### src/rtl/imscg_defines.svh
`ifndef IMSCG_DEFINES_SVH
`define IMSCG_DEFINES_SVH

// ----------------------------------------
// register map
// ----------------------------------------
`define IMSCG_OFS_CTRL     8'h00
`define IMSCG_OFS_GATE     8'h04
`define IMSCG_OFS_STAT     8'h08
`define IMSCG_OFS_IRQ      8'h0c
`define IMSCG_CTRL_DEEP    0
`define IMSCG_CTRL_RST     1'h0
`define IMSCG_GATE_RST     15'h0000
`define IMSCG_NUM_PCLK     15

// ----------------------------------------
// peripheral clock gate bit positions
// ----------------------------------------
`define IMSCG_PCLK_CONV    0
`define IMSCG_PCLK_SSP     1
`define IMSCG_PCLK_UART    2
`define IMSCG_PCLK_TIM0    3
`define IMSCG_PCLK_TIM1    4
`define IMSCG_PCLK_PWM0    5
`define IMSCG_PCLK_WDOG    13
`define IMSCG_PCLK_RNG     14

// ----------------------------------------
// interrupt lines and vectors
// ----------------------------------------
`define IMSCG_NUM_IRQ      26
`define IMSCG_IRQ_DMA      11
`define IMSCG_IRQ_CONV     23
`define IMSCG_IRQ_NET      24
`define IMSCG_IRQ_EXT      25
`define IMSCG_IRQ_RSVD     32'hfc40_0000
`define IMSCG_VEC_BASE     32'h0000_0040
`define IMSCG_VEC_NMI      32'h0000_0008

`endif

### src/rtl/imscg_pkg.sv
package imscg_pkg;

  typedef enum logic [1:0] {
    st_run,
    st_sleep,
    st_restart,
    st_resume
  } imscg_state_type;

  typedef struct packed {
    logic [1:0] ssp;
    logic [2:0] uart;
    logic [1:0] i2c;
    logic [3:0] gpio;
    logic [5:0] dma_done;
    logic [1:0] dualtimer;
    logic [7:0] pwm;
    logic       converter_acq_end;
    logic       network_offload_irq;
    logic       external_pin_irq;
    logic       watchdog;
  } imscg_src_type;

  typedef struct packed {
    logic cpu;
    logic apb;
    logic ahb;
    logic mem;
  } imscg_clk_en_type;

  typedef struct packed {
    logic        cyc;
    logic        stb;
    logic        we;
    logic [3:0]  sel;
    logic [7:0]  adr;
    logic [31:0] dat;
  } imscg_wb_req_type;

  typedef struct packed {
    logic        ack;
    logic [31:0] dat;
  } imscg_wb_rsp_type;

endpackage

### src/rtl/imscg_irq_map.sv
`timescale 1ns/1ps
`default_nettype none
`include "imscg_defines.svh"
module imscg_irq_map (
  input  wire  logic                    mclk_i,
  input  wire  logic                    reset_n_i,
  input  wire  imscg_pkg::imscg_src_type src_i,
  output logic [31:0]                   irq_o,
  output logic                          nmi_o,
  output logic [31:0]                   vector_o
);
  import imscg_pkg::*;

  // ----------------------------------------
  // source to line mapping
  // ----------------------------------------
  wire logic [31:0] raw;
  wire logic        dma_any;
  wire logic [31:0] rsvd;
  assign dma_any = |src_i.dma_done[5:1];
  assign rsvd    = `IMSCG_IRQ_RSVD;
  assign raw = {6'h00, src_i.external_pin_irq, src_i.network_offload_irq,
                src_i.converter_acq_end, 1'b0, src_i.pwm, src_i.dualtimer,
                dma_any, src_i.gpio, src_i.i2c, src_i.uart, src_i.ssp};

  function automatic logic [4:0] first_set(input logic [31:0] v);
    logic [4:0] idx;
    idx = 5'h00;
    for (int i = 31; i >= 0; i--) begin
      if (v[i]) begin
        idx = 5'(i);
      end
    end
    return idx;
  endfunction

  wire logic [31:0] vec_d;
  assign vec_d = src_i.watchdog ? `IMSCG_VEC_NMI :
                 `IMSCG_VEC_BASE + {25'h0, first_set(raw & ~rsvd), 2'b00};

  genvar n;
  generate
    for (n = 0; n < 32; n++) begin : g_line
      always_ff @(posedge mclk_i) begin
        if (!reset_n_i) irq_o[n] <= 1'b0;
        else            irq_o[n] <= raw[n] & ~rsvd[n];
      end
    end
  endgenerate

  always_ff @(posedge mclk_i) begin
    if (!reset_n_i) begin
      nmi_o    <= 1'b0;
      vector_o <= `IMSCG_VEC_BASE;
    end else begin
      nmi_o    <= src_i.watchdog;
      vector_o <= vec_d;
    end
  end

  // ----------------------------------------
  // checks
  // ----------------------------------------
  a_reserved_quiet: assert property (@(posedge mclk_i) disable iff (!reset_n_i)
    (irq_o & `IMSCG_IRQ_RSVD) == 32'h0000_0000)
    else $error("reserved irq line asserted");
  a_dma_combine: assert property (@(posedge mclk_i) disable iff (!reset_n_i)
    ##1 irq_o[`IMSCG_IRQ_DMA] == $past(|src_i.dma_done[5:1]))
    else $error("dma line does not follow channels one to five");
  a_line_place: assert property (@(posedge mclk_i) disable iff (!reset_n_i)
    src_i.converter_acq_end && src_i.external_pin_irq
    |=> irq_o[`IMSCG_IRQ_CONV] && irq_o[`IMSCG_IRQ_EXT])
    else $error("converter or pin line misplaced");
  a_nmi_vector: assert property (@(posedge mclk_i) disable iff (!reset_n_i)
    src_i.watchdog |=> nmi_o && vector_o == `IMSCG_VEC_NMI)
    else $error("watchdog not on nmi");
endmodule
`default_nettype wire

### src/rtl/imscg_clk_gate.sv
`timescale 1ns/1ps
`default_nettype none
`include "imscg_defines.svh"
module imscg_clk_gate (
  input  wire  logic                         mclk_i,
  input  wire  logic                         reset_n_i,
  input  wire  imscg_pkg::imscg_state_type   state_i,
  input  wire  logic                         deep_i,
  input  wire  logic [`IMSCG_NUM_PCLK-1:0]   gate_i,
  output imscg_pkg::imscg_clk_en_type        clk_en_o,
  output logic [`IMSCG_NUM_PCLK-1:0]         pclk_en_o
);
  import imscg_pkg::*;

  // enables feed latch-based gating cells, never raw clock logic
  wire logic asleep;
  wire logic bus_on;
  assign asleep = (state_i == st_sleep);
  assign bus_on = !(asleep && deep_i);

  always_ff @(posedge mclk_i) begin
    if (!reset_n_i) begin
      clk_en_o <= '{cpu: 1'b1, apb: 1'b1, ahb: 1'b1, mem: 1'b1};
    end else begin
      clk_en_o <= '{cpu: !asleep, apb: bus_on,
                    ahb: bus_on, mem: bus_on};
    end
  end

  genvar g;
  generate
    for (g = 0; g < `IMSCG_NUM_PCLK; g++) begin : g_pclk
      always_ff @(posedge mclk_i) begin
        if (!reset_n_i) pclk_en_o[g] <= 1'b1;
        else            pclk_en_o[g] <= !gate_i[g];
      end
    end
  endgenerate

  a_light_sleep: assert property (@(posedge mclk_i) disable iff (!reset_n_i)
    state_i == st_sleep && !deep_i
    |=> !clk_en_o.cpu && clk_en_o.apb && clk_en_o.ahb && clk_en_o.mem)
    else $error("light sleep gated the wrong clocks");
  a_deep_sleep: assert property (@(posedge mclk_i) disable iff (!reset_n_i)
    state_i == st_sleep && deep_i |=> clk_en_o == 4'h0)
    else $error("deep sleep left a clock running");
  a_pclk_follow: assert property (@(posedge mclk_i) disable iff (!reset_n_i)
    ##1 pclk_en_o == ~$past(gate_i))
    else $error("peripheral enable does not follow gate register");
endmodule
`default_nettype wire

### src/rtl/imscg_top.sv
// Notes on behaviour
// - Twenty-five usable lines, one nmi line fed by the watchdog, one wake.
// - Line n vectors to 0x40 plus 4n, nmi to 0x08; 22 and 26-31 stay low.
// - Dma channels one to five share line eleven.
// - Converter end on 23, network offload on 24, external pin on 25.
// - A finished dma transfer raises a wake event toward the core.
// - Reset leaves run mode with every clock on; no power-off mode exists.
// - Light sleep stops only the processor clock.
// - Deep sleep stops processor, both bus and memory clocks.
// - Wait-for-interrupt wakes on any interrupt, wait-for-event on an event.
// - In run mode software can stop each peripheral clock on its own.
`timescale 1ns/1ps
`default_nettype none
`include "imscg_defines.svh"
module imscg_top (
  input  wire  logic                       mclk_i,
  input  wire  logic                       reset_n_i,
  input  wire  imscg_pkg::imscg_wb_req_type wb_req_i,
  output imscg_pkg::imscg_wb_rsp_type      wb_rsp_o,
  input  wire  imscg_pkg::imscg_src_type   src_i,
  input  wire  logic                       wait_interrupt_instr_i,
  input  wire  logic                       wait_event_instr_i,
  output logic [31:0]                      irq_o,
  output logic                             nmi_o,
  output logic [31:0]                      vector_o,
  output logic                             wake_event_o,
  output logic                             core_resume_o,
  output imscg_pkg::imscg_clk_en_type      clk_en_o,
  output logic [`IMSCG_NUM_PCLK-1:0]       pclk_en_o
);
  import imscg_pkg::*;

  // ----------------------------------------
  // register state
  // ----------------------------------------
  logic                       ack_q;
  logic [31:0]                rdat_q;
  logic                       deep_sel_q;
  logic [`IMSCG_NUM_PCLK-1:0] gate_q;
  logic                       deep_lat_q;
  logic                       wfe_q;
  logic                       evt_q;
  imscg_state_type            state_q;
  imscg_state_type            state_d;

  // ----------------------------------------
  // bus decode
  // ----------------------------------------
  wire logic        req;
  wire logic        wr;
  wire logic        hit_ctrl;
  wire logic        hit_gate;
  wire logic        hit_stat;
  wire logic        hit_irq;
  wire logic [31:0] stat_word;
  wire logic [31:0] rd_mux;

  assign req      = wb_req_i.cyc && wb_req_i.stb && !ack_q;
  assign wr       = req && wb_req_i.we;
  assign hit_ctrl = (wb_req_i.adr == `IMSCG_OFS_CTRL);
  assign hit_gate = (wb_req_i.adr == `IMSCG_OFS_GATE);
  assign hit_stat = (wb_req_i.adr == `IMSCG_OFS_STAT);
  assign hit_irq  = (wb_req_i.adr == `IMSCG_OFS_IRQ);

  assign stat_word = {24'h000000, clk_en_o, evt_q, deep_lat_q, state_q};
  // unmapped offsets answer with zero so software never stalls the bus
  assign rd_mux = hit_ctrl ? {31'h0, deep_sel_q} :
                  hit_gate ? {17'h0, gate_q} :
                  hit_stat ? stat_word :
                  hit_irq  ? irq_o : 32'h0000_0000;

  assign wb_rsp_o = '{ack: ack_q, dat: rdat_q};

  always_ff @(posedge mclk_i) begin
    if (!reset_n_i) begin
      ack_q  <= 1'b0;
      rdat_q <= 32'h0000_0000;
    end else begin
      ack_q  <= req;
      rdat_q <= req ? rd_mux : 32'h0000_0000;
    end
  end

  // ----------------------------------------
  // control registers
  // ----------------------------------------
  wire logic wr_ctrl;
  wire logic wr_gate_lo;
  wire logic wr_gate_hi;
  assign wr_ctrl    = wr && hit_ctrl && wb_req_i.sel[0];
  assign wr_gate_lo = wr && hit_gate && wb_req_i.sel[0];
  assign wr_gate_hi = wr && hit_gate && wb_req_i.sel[1];

  always_ff @(posedge mclk_i) begin
    if (!reset_n_i) begin
      deep_sel_q <= `IMSCG_CTRL_RST;
      gate_q     <= `IMSCG_GATE_RST;
    end else begin
      if (wr_ctrl)    deep_sel_q   <= wb_req_i.dat[`IMSCG_CTRL_DEEP];
      if (wr_gate_lo) gate_q[7:0]  <= wb_req_i.dat[7:0];
      if (wr_gate_hi) gate_q[14:8] <= wb_req_i.dat[14:8];
    end
  end

  // ----------------------------------------
  // interrupt routing
  // ----------------------------------------
  imscg_irq_map u_irq (
    .mclk_i    (mclk_i),
    .reset_n_i (reset_n_i),
    .src_i     (src_i),
    .irq_o     (irq_o),
    .nmi_o     (nmi_o),
    .vector_o  (vector_o)
  );

  // ----------------------------------------
  // wake event
  // ----------------------------------------
  wire logic dma_fin;
  wire logic any_irq;
  wire logic evt_take;
  assign dma_fin = |src_i.dma_done;
  assign any_irq = (|irq_o) || nmi_o;

  // a latched event lets a later wait-for-event fall straight through
  always_ff @(posedge mclk_i) begin
    if (!reset_n_i) begin
      wake_event_o <= 1'b0;
      evt_q        <= 1'b0;
    end else begin
      wake_event_o <= dma_fin;
      if (wake_event_o)  evt_q <= 1'b1;
      else if (evt_take) evt_q <= 1'b0;
    end
  end

  // ----------------------------------------
  // sleep sequencer
  // ----------------------------------------
  wire logic enter;
  wire logic wake_ok;
  assign enter   = wait_interrupt_instr_i || wait_event_instr_i;
  assign wake_ok = wfe_q ? evt_q : any_irq;
  assign evt_take = (state_q == st_run && wait_event_instr_i && evt_q) ||
                    (state_q == st_sleep && wfe_q && evt_q);

  always_comb begin
    state_d = state_q;
    case (state_q)
      st_run: begin
        if (wait_event_instr_i && evt_q) state_d = st_resume;
        else if (enter)                  state_d = st_sleep;
      end
      st_sleep: begin
        if (wake_ok) state_d = st_restart;
      end
      st_restart: begin
        state_d = st_resume;
      end
      st_resume: begin
        state_d = st_run;
      end
      default: begin
        state_d = st_run;
      end
    endcase
  end

  always_ff @(posedge mclk_i) begin
    if (!reset_n_i) begin
      state_q    <= st_run;
      deep_lat_q <= 1'b0;
      wfe_q      <= 1'b0;
    end else begin
      state_q <= state_d;
      if (state_q == st_run && enter) begin
        deep_lat_q <= deep_sel_q;
        wfe_q      <= wait_event_instr_i && !wait_interrupt_instr_i;
      end
    end
  end

  // resume after the restart cycle has put the enables back, or straight from run on a latched event
  assign core_resume_o = (state_q == st_resume);

  imscg_clk_gate u_gate (
    .mclk_i    (mclk_i),
    .reset_n_i (reset_n_i),
    .state_i   (state_q),
    .deep_i    (deep_lat_q),
    .gate_i    (gate_q),
    .clk_en_o  (clk_en_o),
    .pclk_en_o (pclk_en_o)
  );

  // ----------------------------------------
  // checks
  // ----------------------------------------
  a_reset_run: assert property (@(posedge mclk_i)
    !reset_n_i |=> state_q == st_run && clk_en_o == 4'hf
                   && (&pclk_en_o))
    else $error("reset did not leave run mode with clocks on");
  a_wfi_wake: assert property (@(posedge mclk_i) disable iff (!reset_n_i)
    state_q == st_sleep && !wfe_q && any_irq
    |=> state_q == st_restart ##1 core_resume_o)
    else $error("interrupt did not wake the core");
  a_wfe_wake: assert property (@(posedge mclk_i) disable iff (!reset_n_i)
    state_q == st_sleep && wfe_q && dma_fin
    |-> ##[1:3] state_q == st_restart)
    else $error("dma event did not wake the core");
  a_resume_clocks: assert property (@(posedge mclk_i) disable iff (!reset_n_i)
    core_resume_o |-> clk_en_o == 4'hf)
    else $error("core resumed with a clock still stopped");
  a_ack_single: assert property (@(posedge mclk_i) disable iff (!reset_n_i)
    wb_req_i.cyc && wb_req_i.stb && !ack_q |=> ack_q ##1 !ack_q)
    else $error("bus answer not one cycle");
  a_evt_kept: assert property (@(posedge mclk_i) disable iff (!reset_n_i)
    wake_event_o |=> evt_q)
    else $error("wake event lost");

  c_light_sleep: cover property (@(posedge mclk_i) disable iff (!reset_n_i)
    state_q == st_sleep && !deep_lat_q ##1 state_q == st_restart);
  c_deep_sleep: cover property (@(posedge mclk_i) disable iff (!reset_n_i)
    state_q == st_sleep && deep_lat_q && wfe_q);
  c_gate_write: cover property (@(posedge mclk_i) disable iff (!reset_n_i)
    wr_gate_lo ##2 !pclk_en_o[`IMSCG_PCLK_CONV]);
endmodule
`default_nettype wire

### config.mk
export PLATFORM = sky130hd
export DESIGN_NAME = imscg_top
export DESIGN_NICKNAME = d
export VERILOG_FILES = /design/src/rtl/imscg_pkg.sv /design/src/rtl/imscg_irq_map.sv /design/src/rtl/imscg_clk_gate.sv /design/src/rtl/imscg_top.sv
export VERILOG_INCLUDE_DIRS = /design/src /design/src/rtl
export SDC_FILE = /design/constraint.sdc
export NUM_CORES = 1
export LEC_CHECK = 0
export CORE_AREA = 2 2 110 112
export DETAILED_ROUTE_END_ITERATION = 7
export DIE_AREA = 0 0 112 114
export DONT_BUFFER_PORTS = 1
export GPL_TIMING_DRIVEN = 0
export PLACE_DENSITY_LB_ADDON = 0.08
export SYNTH_ARGS = -nofsm -noshare
export SYNTH_HDL_FRONTEND = slang
export SYNTH_HIERARCHICAL = 1
export SYNTH_SLANG_ARGS = --single-unit
### constraint.sdc
create_clock -name mclk_i -period 2.1 [get_ports mclk_i]
set_clock_uncertainty 0.15 [all_clocks]
set_input_delay 0.21 -clock mclk_i [delete_from_list [all_inputs] [get_ports mclk_i]]
set_output_delay 0.21 -clock mclk_i [all_outputs]
set_load 0.05 [all_outputs]
==> metrics, run 1 <==
outcome=complete, no violations; vias in the first global route=3,111; clock buffer depth=2; chip width=112 um; flop and latch count out of synthesis=104; setup violators final=0; Startpoint Class=input pin; WP data required=2180 ps; TritonCTS Buffers=9; Unique masters post-synth=52; setup ws final=67.1 ps; total grt overflow=0; initial antenna violation count=0; Routability Congestion=0.755; Mapped Cells=423; Port-buffer cells=0; multi-input logic area=1810 sq um; initial core utilization=0.351; Final Hold Viols=0; CP Data Arrival Time=2120 ps; most frequent cells after synthesis=104 x dfxtp_1, 66 x nand2_1, 43 x and2_1; Iter 0 DRT Violations=150; CP Class=in2reg; Post-synth EDFFs=0; Least-Margin Pin Slew=659 ps; Filler cells=1,171; Yosys top cell area share=0.506; hold depth=4; Leak=2.14 nW; Final ANT Viol Nets=0; crit share post-route=0.968; Maximum Capacitance Violations=0; Die Y=114 um; Final nets=606; post-DP HPWL=8130 um; row count=40; antenna cells=0; RSZ-0062 raised after global routing=false; synth top area cells=dfxtp_1 51%, buf_4 6.7%, and2_1 6.5%; DR pass1 iterations=6; Max VDD drop=0.469 mV; Final Critical Period=2030 ps; type of the worst min-delay path=in2reg; Clock Latency Late Sink=340 ps; share of post-route cells with drive strength above 1=0.143; CORE AREA=11,700 sq um; final wirelength=10,800 um; Clock Tree Root=clkbuf_16; Slew headroom=0.560; drt wl/cell=16.0 um; Clock H-tree levels=3; Synth-to-Final Area Change=28.5%; Worst Reg-to-Reg Cells=4; Cell Area, Placed=4420 sq um; clock sinks=104; Setup crit end kind=flop; Via density=4.62; sequential fraction of the synthesis area=0.506; DRC=0; PwrDens=885 nW/um^2; Slew Viols, Final=0; hold_ws=0.210 ps; Synthesis Warnings=6; largest fanout on the critical path=4; mean post-synth cell area=9.73 sq um; CTS tree=built; global-route usage over all layers=0.169; pre-CTS setup slack=80.9 ps; Post-synth top flop=dfxtp_1; DR vias=3,103; first-pass GRT wire length=16,800 um; IO Pins=201; die area=12,800 sq um; post-route cell area=5290 sq um; final setup TNS=0 ps; Max Freq=492 MHz; Yosys top cell by area=dfxtp_1; largest net degree at the start of global routing=21; top-count cell post-synth=dfxtp_1; async set-reset flop share out of synthesis=0; Clock transition at path regs=80 ps; Synth Cell Area=4120 sq um; Reg area=2080 sq um
-- logic make-up (layout without fill, tap and decap cells) --
logic type | after synthesis | count (layout) | synth area share
other | 1 | 33 | 0.000911
buffers and inverters | 54 | 123 | 0.0879
adder cells (fa/ha/maj) | 5 | 5 | 0.0152
multiplexers | 24 | 24 | 0.0632
AND/OR/NAND/NOR | 181 | 181 | 0.244
flip-flops | 104 | 104 | 0.506
AO/OA/AOI/OAI | 54 | 54 | 0.0824
-- state kept, by name, summed over array words and instances, names as in the netlist --
register	flops
wake_event_o	1
u_gate/pclk_en_o	15
deep_sel_q	1
state_q	2
gate_q	15
ack_q	1
u_gate/clk_en_o	2
deep_lat_q	1
rdat_q	32
u_irq/vector_o	6
u_irq/nmi_o	1
evt_q	1
wfe_q	1
u_irq/irq_o	25
-- power breakdown --
| group | leakage [nW] | internal, mW | switching [mW] |
|---|---|---|---|
| combinational | 1.14 | 0.279 | 0.368 |
| clock | 0.158 | 0.965 | 0.817 |
| sequential | 0.848 | 2.03 | 0.213 |
-- metrics by stage --
| stage | total power [mW] | std cells | utilization |
|---|---|---|---|
| after global routing | 4.88 | 671 | 0.451 |
| after CTS | 4.72 | 671 | 0.450 |
| final | 4.68 | 671 | 0.451 |
| after floorplan | 2.74 | 455 | - |
| after global placement | 2.84 | 602 | 0.377 |
| after detailed placement | 2.85 | 602 | 0.377 |
-- placed cells by master (no fill, tap or decap), types with 2 or more instances in the layout --
master,netlist,layout
nor3_1,8,8
mux2_2,6,6
nor4_2,0,2
o21ai_0,16,16
nor4_1,11,9
buf_4,37,37
or4_4,1,2
nand2b_1,4,4
dlygate4sd3_1,0,53
and2_1,43,43
nor3b_1,2,2
nand4_1,3,3
or4_1,4,3
nor2b_1,4,4
clkbuf_1,8,8
ha_1,5,5
a211oi_1,3,3
inv_6,0,3
clkbuf_16,0,9
nand3_1,2,2
nand2_1,66,66
o21bai_1,2,2
dfxtp_1,104,103
mux2i_1,17,17
a22o_1,7,7
and3b_1,2,2
nor2_1,18,18
a21oi_1,16,16
conb_1,1,33
nor3_4,2,2
inv_8,0,2
inv_1,6,6
-- what timing repair did --
action,4_1_cts,5_1_grt
gates resized for setup,0,4
hold buffers,53,0
setup buffers,0,0
endpoints found under the setup margin,0,3
endpoints found under the hold margin,58,0
-- routing by layer --
metal	vias up	routed length, um	GRT usage
met1	1400	4670	0.213
met2	118	5190	0.279
li1	1576	-	-
met5	-	0	0
met3	9	798	0.0526
met4	0	115	0.0488
-- critical path, cell delays in order --
cell and delay [ps]:
dlygate4sd3_1 590, or4_4 570, a21oi_1 130, nor3_1 50
dlygate4sd3_1 560
-- final timing paths --
path                    from                  end  slack, ps
max reg2reg  u_irq/irq_o[13]           state_q[1]        130
min reg2reg        gate_q[8]  u_gate/pclk_en_o[8]        250
min                src_i[24]    u_irq/vector_o[2]        0.2
max                src_i[28]    u_irq/vector_o[4]         70
-- area by class of cell --
cell class              count  share of cell area
clock buffers               9              0.0426
inverters                   6             0.00426
well taps                 147              0.0348
repair buffers             53               0.100
plain buffers              48              0.0641
multi-input cells         297               0.342
clock inverters             7              0.0180
flip-flops and latches    104               0.394
Power figures use the tool's default switching activity.
==> inputs of run 2 (changes only) <==
--- a/config.mk
+++ b/config.mk
@@ -7,11 +7,14 @@
 export NUM_CORES = 1
 export LEC_CHECK = 0
 export CORE_AREA = 2 2 110 112
+export CTS_CLUSTER_DIAMETER = 100
+export CTS_CLUSTER_SIZE = 30
 export DETAILED_ROUTE_END_ITERATION = 7
 export DIE_AREA = 0 0 112 114
 export DONT_BUFFER_PORTS = 1
 export GPL_TIMING_DRIVEN = 0
 export PLACE_DENSITY_LB_ADDON = 0.08
+export REMOVE_ABC_BUFFERS = 1
 export SYNTH_ARGS = -nofsm -noshare
 export SYNTH_HDL_FRONTEND = slang
 export SYNTH_HIERARCHICAL = 1
==> run 2 against run 1 <==
Against the previous run: sequential power about the same; non-clock buffer count decreased by 49; register-to-register slack barely moved; first-iteration DRC count fell by 4.0%; die area stayed put; cell area fell by 5.8%; critical path type unchanged; largest cell class unchanged; highest routed layer unchanged.
==> metrics, run 2 (synthesis results as in run 1) <==
chip width=112 um (unchanged); CP Depth=5 (unchanged); Least-Margin Pin Slew=812 ps (was 659 ps); Leak=1.91 nW (was 2.14 nW); IO Pins=201 (unchanged); initial core utilization=0.351 (unchanged); type of the worst min-delay path=in2reg (unchanged); DR vias=3,019 (was 3,103); final setup TNS=0 ps (unchanged); Cell Area, Placed=4080 sq um (was 4420 sq um); row count=40 (unchanged); post-route cell area=4980 sq um (was 5290 sq um); critical path's most frequent cell=dlygate4sd3_1 (unchanged); Clock H-tree levels=3 (unchanged); R2R setup slack=140 ps (was 130 ps); CP peak stage delay=580 ps (was 590 ps); multi-input logic area=1830 sq um (was 1810 sq um); max reg flops=32 (unchanged); CORE AREA=11,700 sq um (unchanged); largest registers=rdat_q x32, u_irq/irq_o x25 (unchanged); antenna cells=0 (unchanged); Max Freq=492 MHz (about the same); RSZ-0062 raised after global routing=false (unchanged); Buf/Inv on CP=2 (unchanged); crit-path leading delay family=buffers and inverters (unchanged); CP Data Arrival Time=2110 ps (was 2120 ps); final wirelength=10,800 um (about the same); post-DP HPWL=7310 um (was 8130 um); Maximum Capacitance Violations=0 (unchanged); PwrDens=922 nW/um^2 (was 885 nW/um^2); initial antenna violation count=0 (unchanged); CTS tree=built (unchanged); worst path cell trace=dlygate4sd3_1 > or4_4 > a21oi_1 > nor3_1 > dlygate4sd3_1 (unchanged); first-pass GRT wire length=15,900 um (was 16,800 um); Final nets=558 (was 606); Reg area=2090 sq um (was 2080 sq um); clock buffer depth=2 (unchanged); Max VDD drop=0.374 mV (was 0.469 mV); Final Critical Period=2030 ps (about the same); Filler cells=1,194 (was 1,171); Routability Congestion=0.765 (was 0.755); outcome=complete, no violations (unchanged); setup violators final=0 (unchanged); Port-buffer cells=0 (unchanged); vias in the first global route=2,872 (was 3,111); WP data required=2180 ps (about the same); DRC=0 (unchanged); Slew headroom=0.459 (was 0.560); share of post-route cells with drive strength above 1=0.0945 (was 0.143); Clock Latency Late Sink=350 ps (was 340 ps); worst setup path start=src_i[28] (unchanged); Setup crit end kind=flop (unchanged); DR pass1 iterations=4 (was 6); clock sinks=104 (unchanged); Clock transition at path regs=70 ps (was 80 ps); Die Y=114 um (unchanged); Final Hold Viols=0 (unchanged); Synth-to-Final Area Change=21.0% (was 28.5%); final core area utilization=0.425 (was 0.451); hold_ws=4.27 ps (was 0.210 ps); total grt overflow=0 (unchanged); commonest non-fill, non-tap cell in the layout=dfxtp_1 (unchanged); CP Capture Point=u_irq/vector_o[4] (unchanged); Slew Viols, Final=0 (unchanged); Clock Tree Root=clkbuf_16 (unchanged); worst r2r dst=gate_q[6] (was state_q[1]); RR Startpoint=ack_q (was u_irq/irq_o[13]); Iter 0 DRT Violations=144 (was 150); Final ANT Viol Nets=0 (unchanged); Worst Reg-to-Reg Cells=4 (unchanged); drt wl/cell=17.3 um (was 16.0 um); Via density=4.85 (was 4.62); global-route usage over all layers=0.162 (was 0.169); Worst path slowest cell=dlygate4sd3_1 (unchanged); crit share post-route=0.969 (was 0.968); TritonCTS Buffers=9 (unchanged); largest fanout on the critical path=4 (unchanged); most frequent cells in the layout=98 x dfxtp_1, 66 x nand2_1, 50 x dlygate4sd3_1 (was 103 x dfxtp_1, 66 x nand2_1, 53 x dlygate4sd3_1); Top reg by flops=rdat_q (unchanged); Total Power=4.59 mW (was 4.68 mW); largest net degree at the start of global routing=79 (was 21); CP Class=in2reg (unchanged); die area=12,800 sq um (unchanged); Startpoint Class=input pin (unchanged)
run 2: cell types whose count changed in the layout (fill, tap and decap cells not counted), sizes merged:
cell / before / now
inv: 11 / 8
clkbuf: 17 / 10
clkinv: 1 / 2
clkinvlp: 0 / 1
dlygate4sd3: 53 / 50
buf: 40 / 2
nor2: 19 / 20
run 2: timing repair:
item | 4_1_cts | 5_1_grt
setup endpoints to repair | 17 | 25
pin swaps | 1 | 3
endpoints found under the hold margin | 79 | 0
buffers inserted | 0 | 1
gates cloned | 0 | 1
gates resized for setup | 1 | 11
hold buffers | 51 | 0
run 2: area by class of cell:
cell class,instances,area share
Tap cell,147,0.0369
Timing Repair Buffer,52,0.108
Inverter,6,0.00452
Sequential cell,104,0.420
Clock inverter,6,0.0151
Clock buffer,10,0.0480
Multi-Input combinational cell,298,0.368
run 2: per-stage QoR:
stage / setup slack, ps / std cells
global placement: -259 / 554
floorplan: 140 / 407
finish: 65.5 / 623
detailed placement: -258 / 554
global route: 6.21 / 623
CTS: 0.315 / 621
run 2: power breakdown:
part / total, mW / internal, mW / switching [mW]
registers: 2.26 / 2.04 / 0.227
logic: 0.583 / 0.234 / 0.350
clock network: 1.74 / 0.974 / 0.767
total: 4.59 / 3.25 / 1.34
run 2: routing by layer:
metal | routed length (um) | global-route usage | vias up
met4 | 158 | 0.0553 | 0
met3 | 864 | 0.0526 | 16
met2 | 4910 | 0.258 | 128
met1 | 4850 | 0.208 | 1403
met5 | 0 | 0 | -
li1 | - | - | 1472
run 2: tightest hold or removal path, stage by stage:
cell and delay [ps]:
nor3_1 30, o41ai_1 70, a21oi_1 60, o21bai_1 100
run 2: worst min-delay path by stage:
stage                     cells after the start             endpoint               start
after floorplan                               1  u_gate/pclk_en_o[1]           reset_n_i
after global routing                          3                evt_q  wait_event_instr_i
after CTS                                     4    u_irq/vector_o[3]           src_i[17]
final                                         4    u_irq/vector_o[3]           src_i[17]
after global placement                        1  u_gate/pclk_en_o[1]           reset_n_i
after detailed placement                      1  u_gate/pclk_en_o[1]           reset_n_i
==> inputs of run 3 (changes only) <==
==> constraint.sdc (replaced) <==
create_clock -name mclk_i -period 1.9 [get_ports mclk_i]
set_clock_uncertainty 0.15 [all_clocks]
set_input_delay 0.19 -clock mclk_i [delete_from_list [all_inputs] [get_ports mclk_i]]
set_output_delay 0.19 -clock mclk_i [all_outputs]
set_load 0.05 [all_outputs]
==> run 3 against run 2 <==
Against the previous run: the flow now finishes with violations (hold timing); die area unchanged; via count barely moved; non-clock buffer count grew 5; sequential power rose by 11%; cell area rose by 3.0%; combinational power is 14% higher; global-route usage is 0.41 points higher; sequential share of layout area fell by 0.48 points; utilization up 1.3 points; worst hold slack worse by 8.4 ps; critical path type is now reg2reg.
==> metrics, run 3 (synthesis results as in run 1) <==
outcome=finished with violations (was complete, no violations); failing checks=hold timing; Reg area=2130 sq um (was 2090 sq um); Comb power frac=0.130 (was 0.127); total grt overflow=0 (unchanged); switching portion of total power=0.293 (about the same); hold_ws=-4.15 ps (was 4.27 ps); Final ANT Viol Nets=0 (unchanged); Via density=4.81 (was 4.85); commonest non-fill, non-tap cell in the layout=dfxtp_1 (unchanged); vias in the first global route=2,918 (was 2,872); R2R setup slack=80 ps (was 140 ps); Slew Viols, Final=0 (unchanged); chip width=112 um (unchanged); Final Hold Viols=2 (was 0); TritonCTS Buffers=9 (unchanged); CP Class=reg2reg (was in2reg); Filler cells=1,175 (was 1,194); Setup crit end kind=flop (unchanged); first-pass GRT wire length=16,300 um (was 15,900 um); internal power=3.60 mW (was 3.25 mW); Clock Latency Late Sink=340 ps (was 350 ps); CTS tree=built (unchanged); final wirelength=10,800 um (about the same); post-DP HPWL=7310 um (unchanged); clock sinks=104 (unchanged); Maximum Capacitance Violations=0 (unchanged); Final nets=563 (was 558); Clock Tree Root=clkbuf_16 (unchanged); CP Data Arrival Time=1930 ps (was 2110 ps); WP data required=2010 ps (was 2180 ps); sequential power share=0.493 (about the same); final core area utilization=0.438 (was 0.425); DRC=0 (unchanged); crit-path leading delay family=simple AND/OR/NAND/NOR gates (was buffers and inverters); largest fanout on the critical path=4 (unchanged); global-route usage over all layers=0.166 (was 0.162); Worst Reg-to-Reg Cells=4 (unchanged); largest registers=rdat_q x32, u_irq/irq_o x25 (unchanged); Clock transition at path regs=80 ps (was 70 ps); share of post-route cells with drive strength above 1=0.150 (was 0.0945); IO Pins=201 (unchanged); worst path cell trace=nor4_2 > nand3_1 > or4_1 > o211ai_1 (was dlygate4sd3_1 > or4_4 > a21oi_1 > nor3_1 > dlygate4sd3_1); CP peak stage delay=500 ps (was 580 ps); type of the worst min-delay path=in2reg (unchanged); Top reg by flops=rdat_q (unchanged); Max Freq=549 MHz; Iter 0 DRT Violations=158 (was 144); clock buffer depth=2 (unchanged); Clock H-tree levels=3 (unchanged); clock share of power=0.378 (was 0.379); drt wl/cell=17.2 um (was 17.3 um); Slew headroom=0.459 (about the same); row count=40 (unchanged); Total Power=5.10 mW (was 4.59 mW); DR pass1 iterations=4 (unchanged); Startpoint Class=flop (was input pin); Leak=1.96 nW (was 1.91 nW); Synth-to-Final Area Change=24.7% (was 21.0%); Die Y=114 um (unchanged); CORE AREA=11,700 sq um (unchanged); Final Critical Period=1820 ps; total net switching power=1.49 mW (was 1.34 mW); pre-CTS setup slack=-458 ps (was -258 ps); setup violators final=0 (unchanged); Buf/Inv on CP=0 (was 2); most frequent cells in the layout=79 x dfxtp_1, 65 x nand2_1, 52 x dlygate4sd3_1 (was 98 x dfxtp_1, 66 x nand2_1, 50 x dlygate4sd3_1); crit share post-route=0.959; CP Depth=4 (was 5); max reg flops=32 (unchanged); Worst path slowest cell=or4_1 (was dlygate4sd3_1); DR vias=3,022 (was 3,019); PwrDens=994 nW/um^2 (was 922 nW/um^2); multi-input logic area=1890 sq um (was 1830 sq um); Port-buffer cells=0 (unchanged); antenna cells=0 (unchanged); Max VDD drop=0.413 mV (was 0.374 mV); setup ws final=78.1 ps (was 65.5 ps); initial antenna violation count=1 (was 0); largest net degree at the start of global routing=81 (was 79); Least-Margin Pin Slew=812 ps (about the same); Routability Congestion=0.765 (unchanged); initial core utilization=0.351 (unchanged); die area=12,800 sq um (unchanged); hold depth=4 (unchanged)
## run 3: final cells by class
| type | count | area share |
|---|---|---|
| sequential | 104 | 0.415 |
| multi-input combinational | 298 | 0.368 |
| timing repair buffer | 57 | 0.116 |
| clock buffer | 10 | 0.0466 |
| tap | 147 | 0.0359 |
| clock inverter | 6 | 0.0146 |
| inverter | 6 | 0.00439 |
## run 3: metal layers
layer | vias to the layer above | wire length, um | track usage
met5 | - | 0 | 0
met4 | 0 | 129 | 0.0561
met3 | 10 | 909 | 0.0569
met2 | 131 | 5040 | 0.268
met1 | 1400 | 4740 | 0.208
li1 | 1481 | - | -
## run 3: worst register-to-register path: stages, from the launching register on
cell and delay [ps]:
dfxtp_2 420, nor4_2 350, nand3_1 220, or4_1 510
o211ai_1 100
## run 3: final timing paths
check / start / endpoint
max: u_irq/irq_o[18] / state_q[1]
min reg2reg: gate_q[4] / u_gate/pclk_en_o[4]
max reg2reg: u_irq/irq_o[18] / state_q[1]
min: src_i[24] / u_irq/vector_o[2]
## run 3: power groups by stage
stage	Clock (mW)	Combinational, mW	Sequential [mW]
final	1.92	0.662	2.51
after detailed placement	0	0.503	2.55
after global routing	2.07	0.726	2.52
after floorplan	0	0.450	2.50
after CTS	1.99	0.644	2.51
after global placement	0	0.497	2.55
## run 3: what timing repair did
action / in CTS / in global routing
hold buffers: 54 / 0
resized for setup: 20 / 27
endpoints found under the setup margin: 37 / 3
buffers inserted: 2 / 1
pin swaps: 4 / 3
hold endpoints to repair: 79 / 0
cloned: 1 / 0
## run 3: through the flow
step,cell area (sq um),setup TNS [ps],hold WS (ps),instances
2_1_floorplan,3900,-181,102,407
3_3_place_gp,4080,-8770,120,554
3_5_place_dp,4080,-8900,115,554
4_1_cts,5020,0,0.556,627
5_1_grt,5130,-2.89,25.5,628
6_report,5130,0,-4.15,628
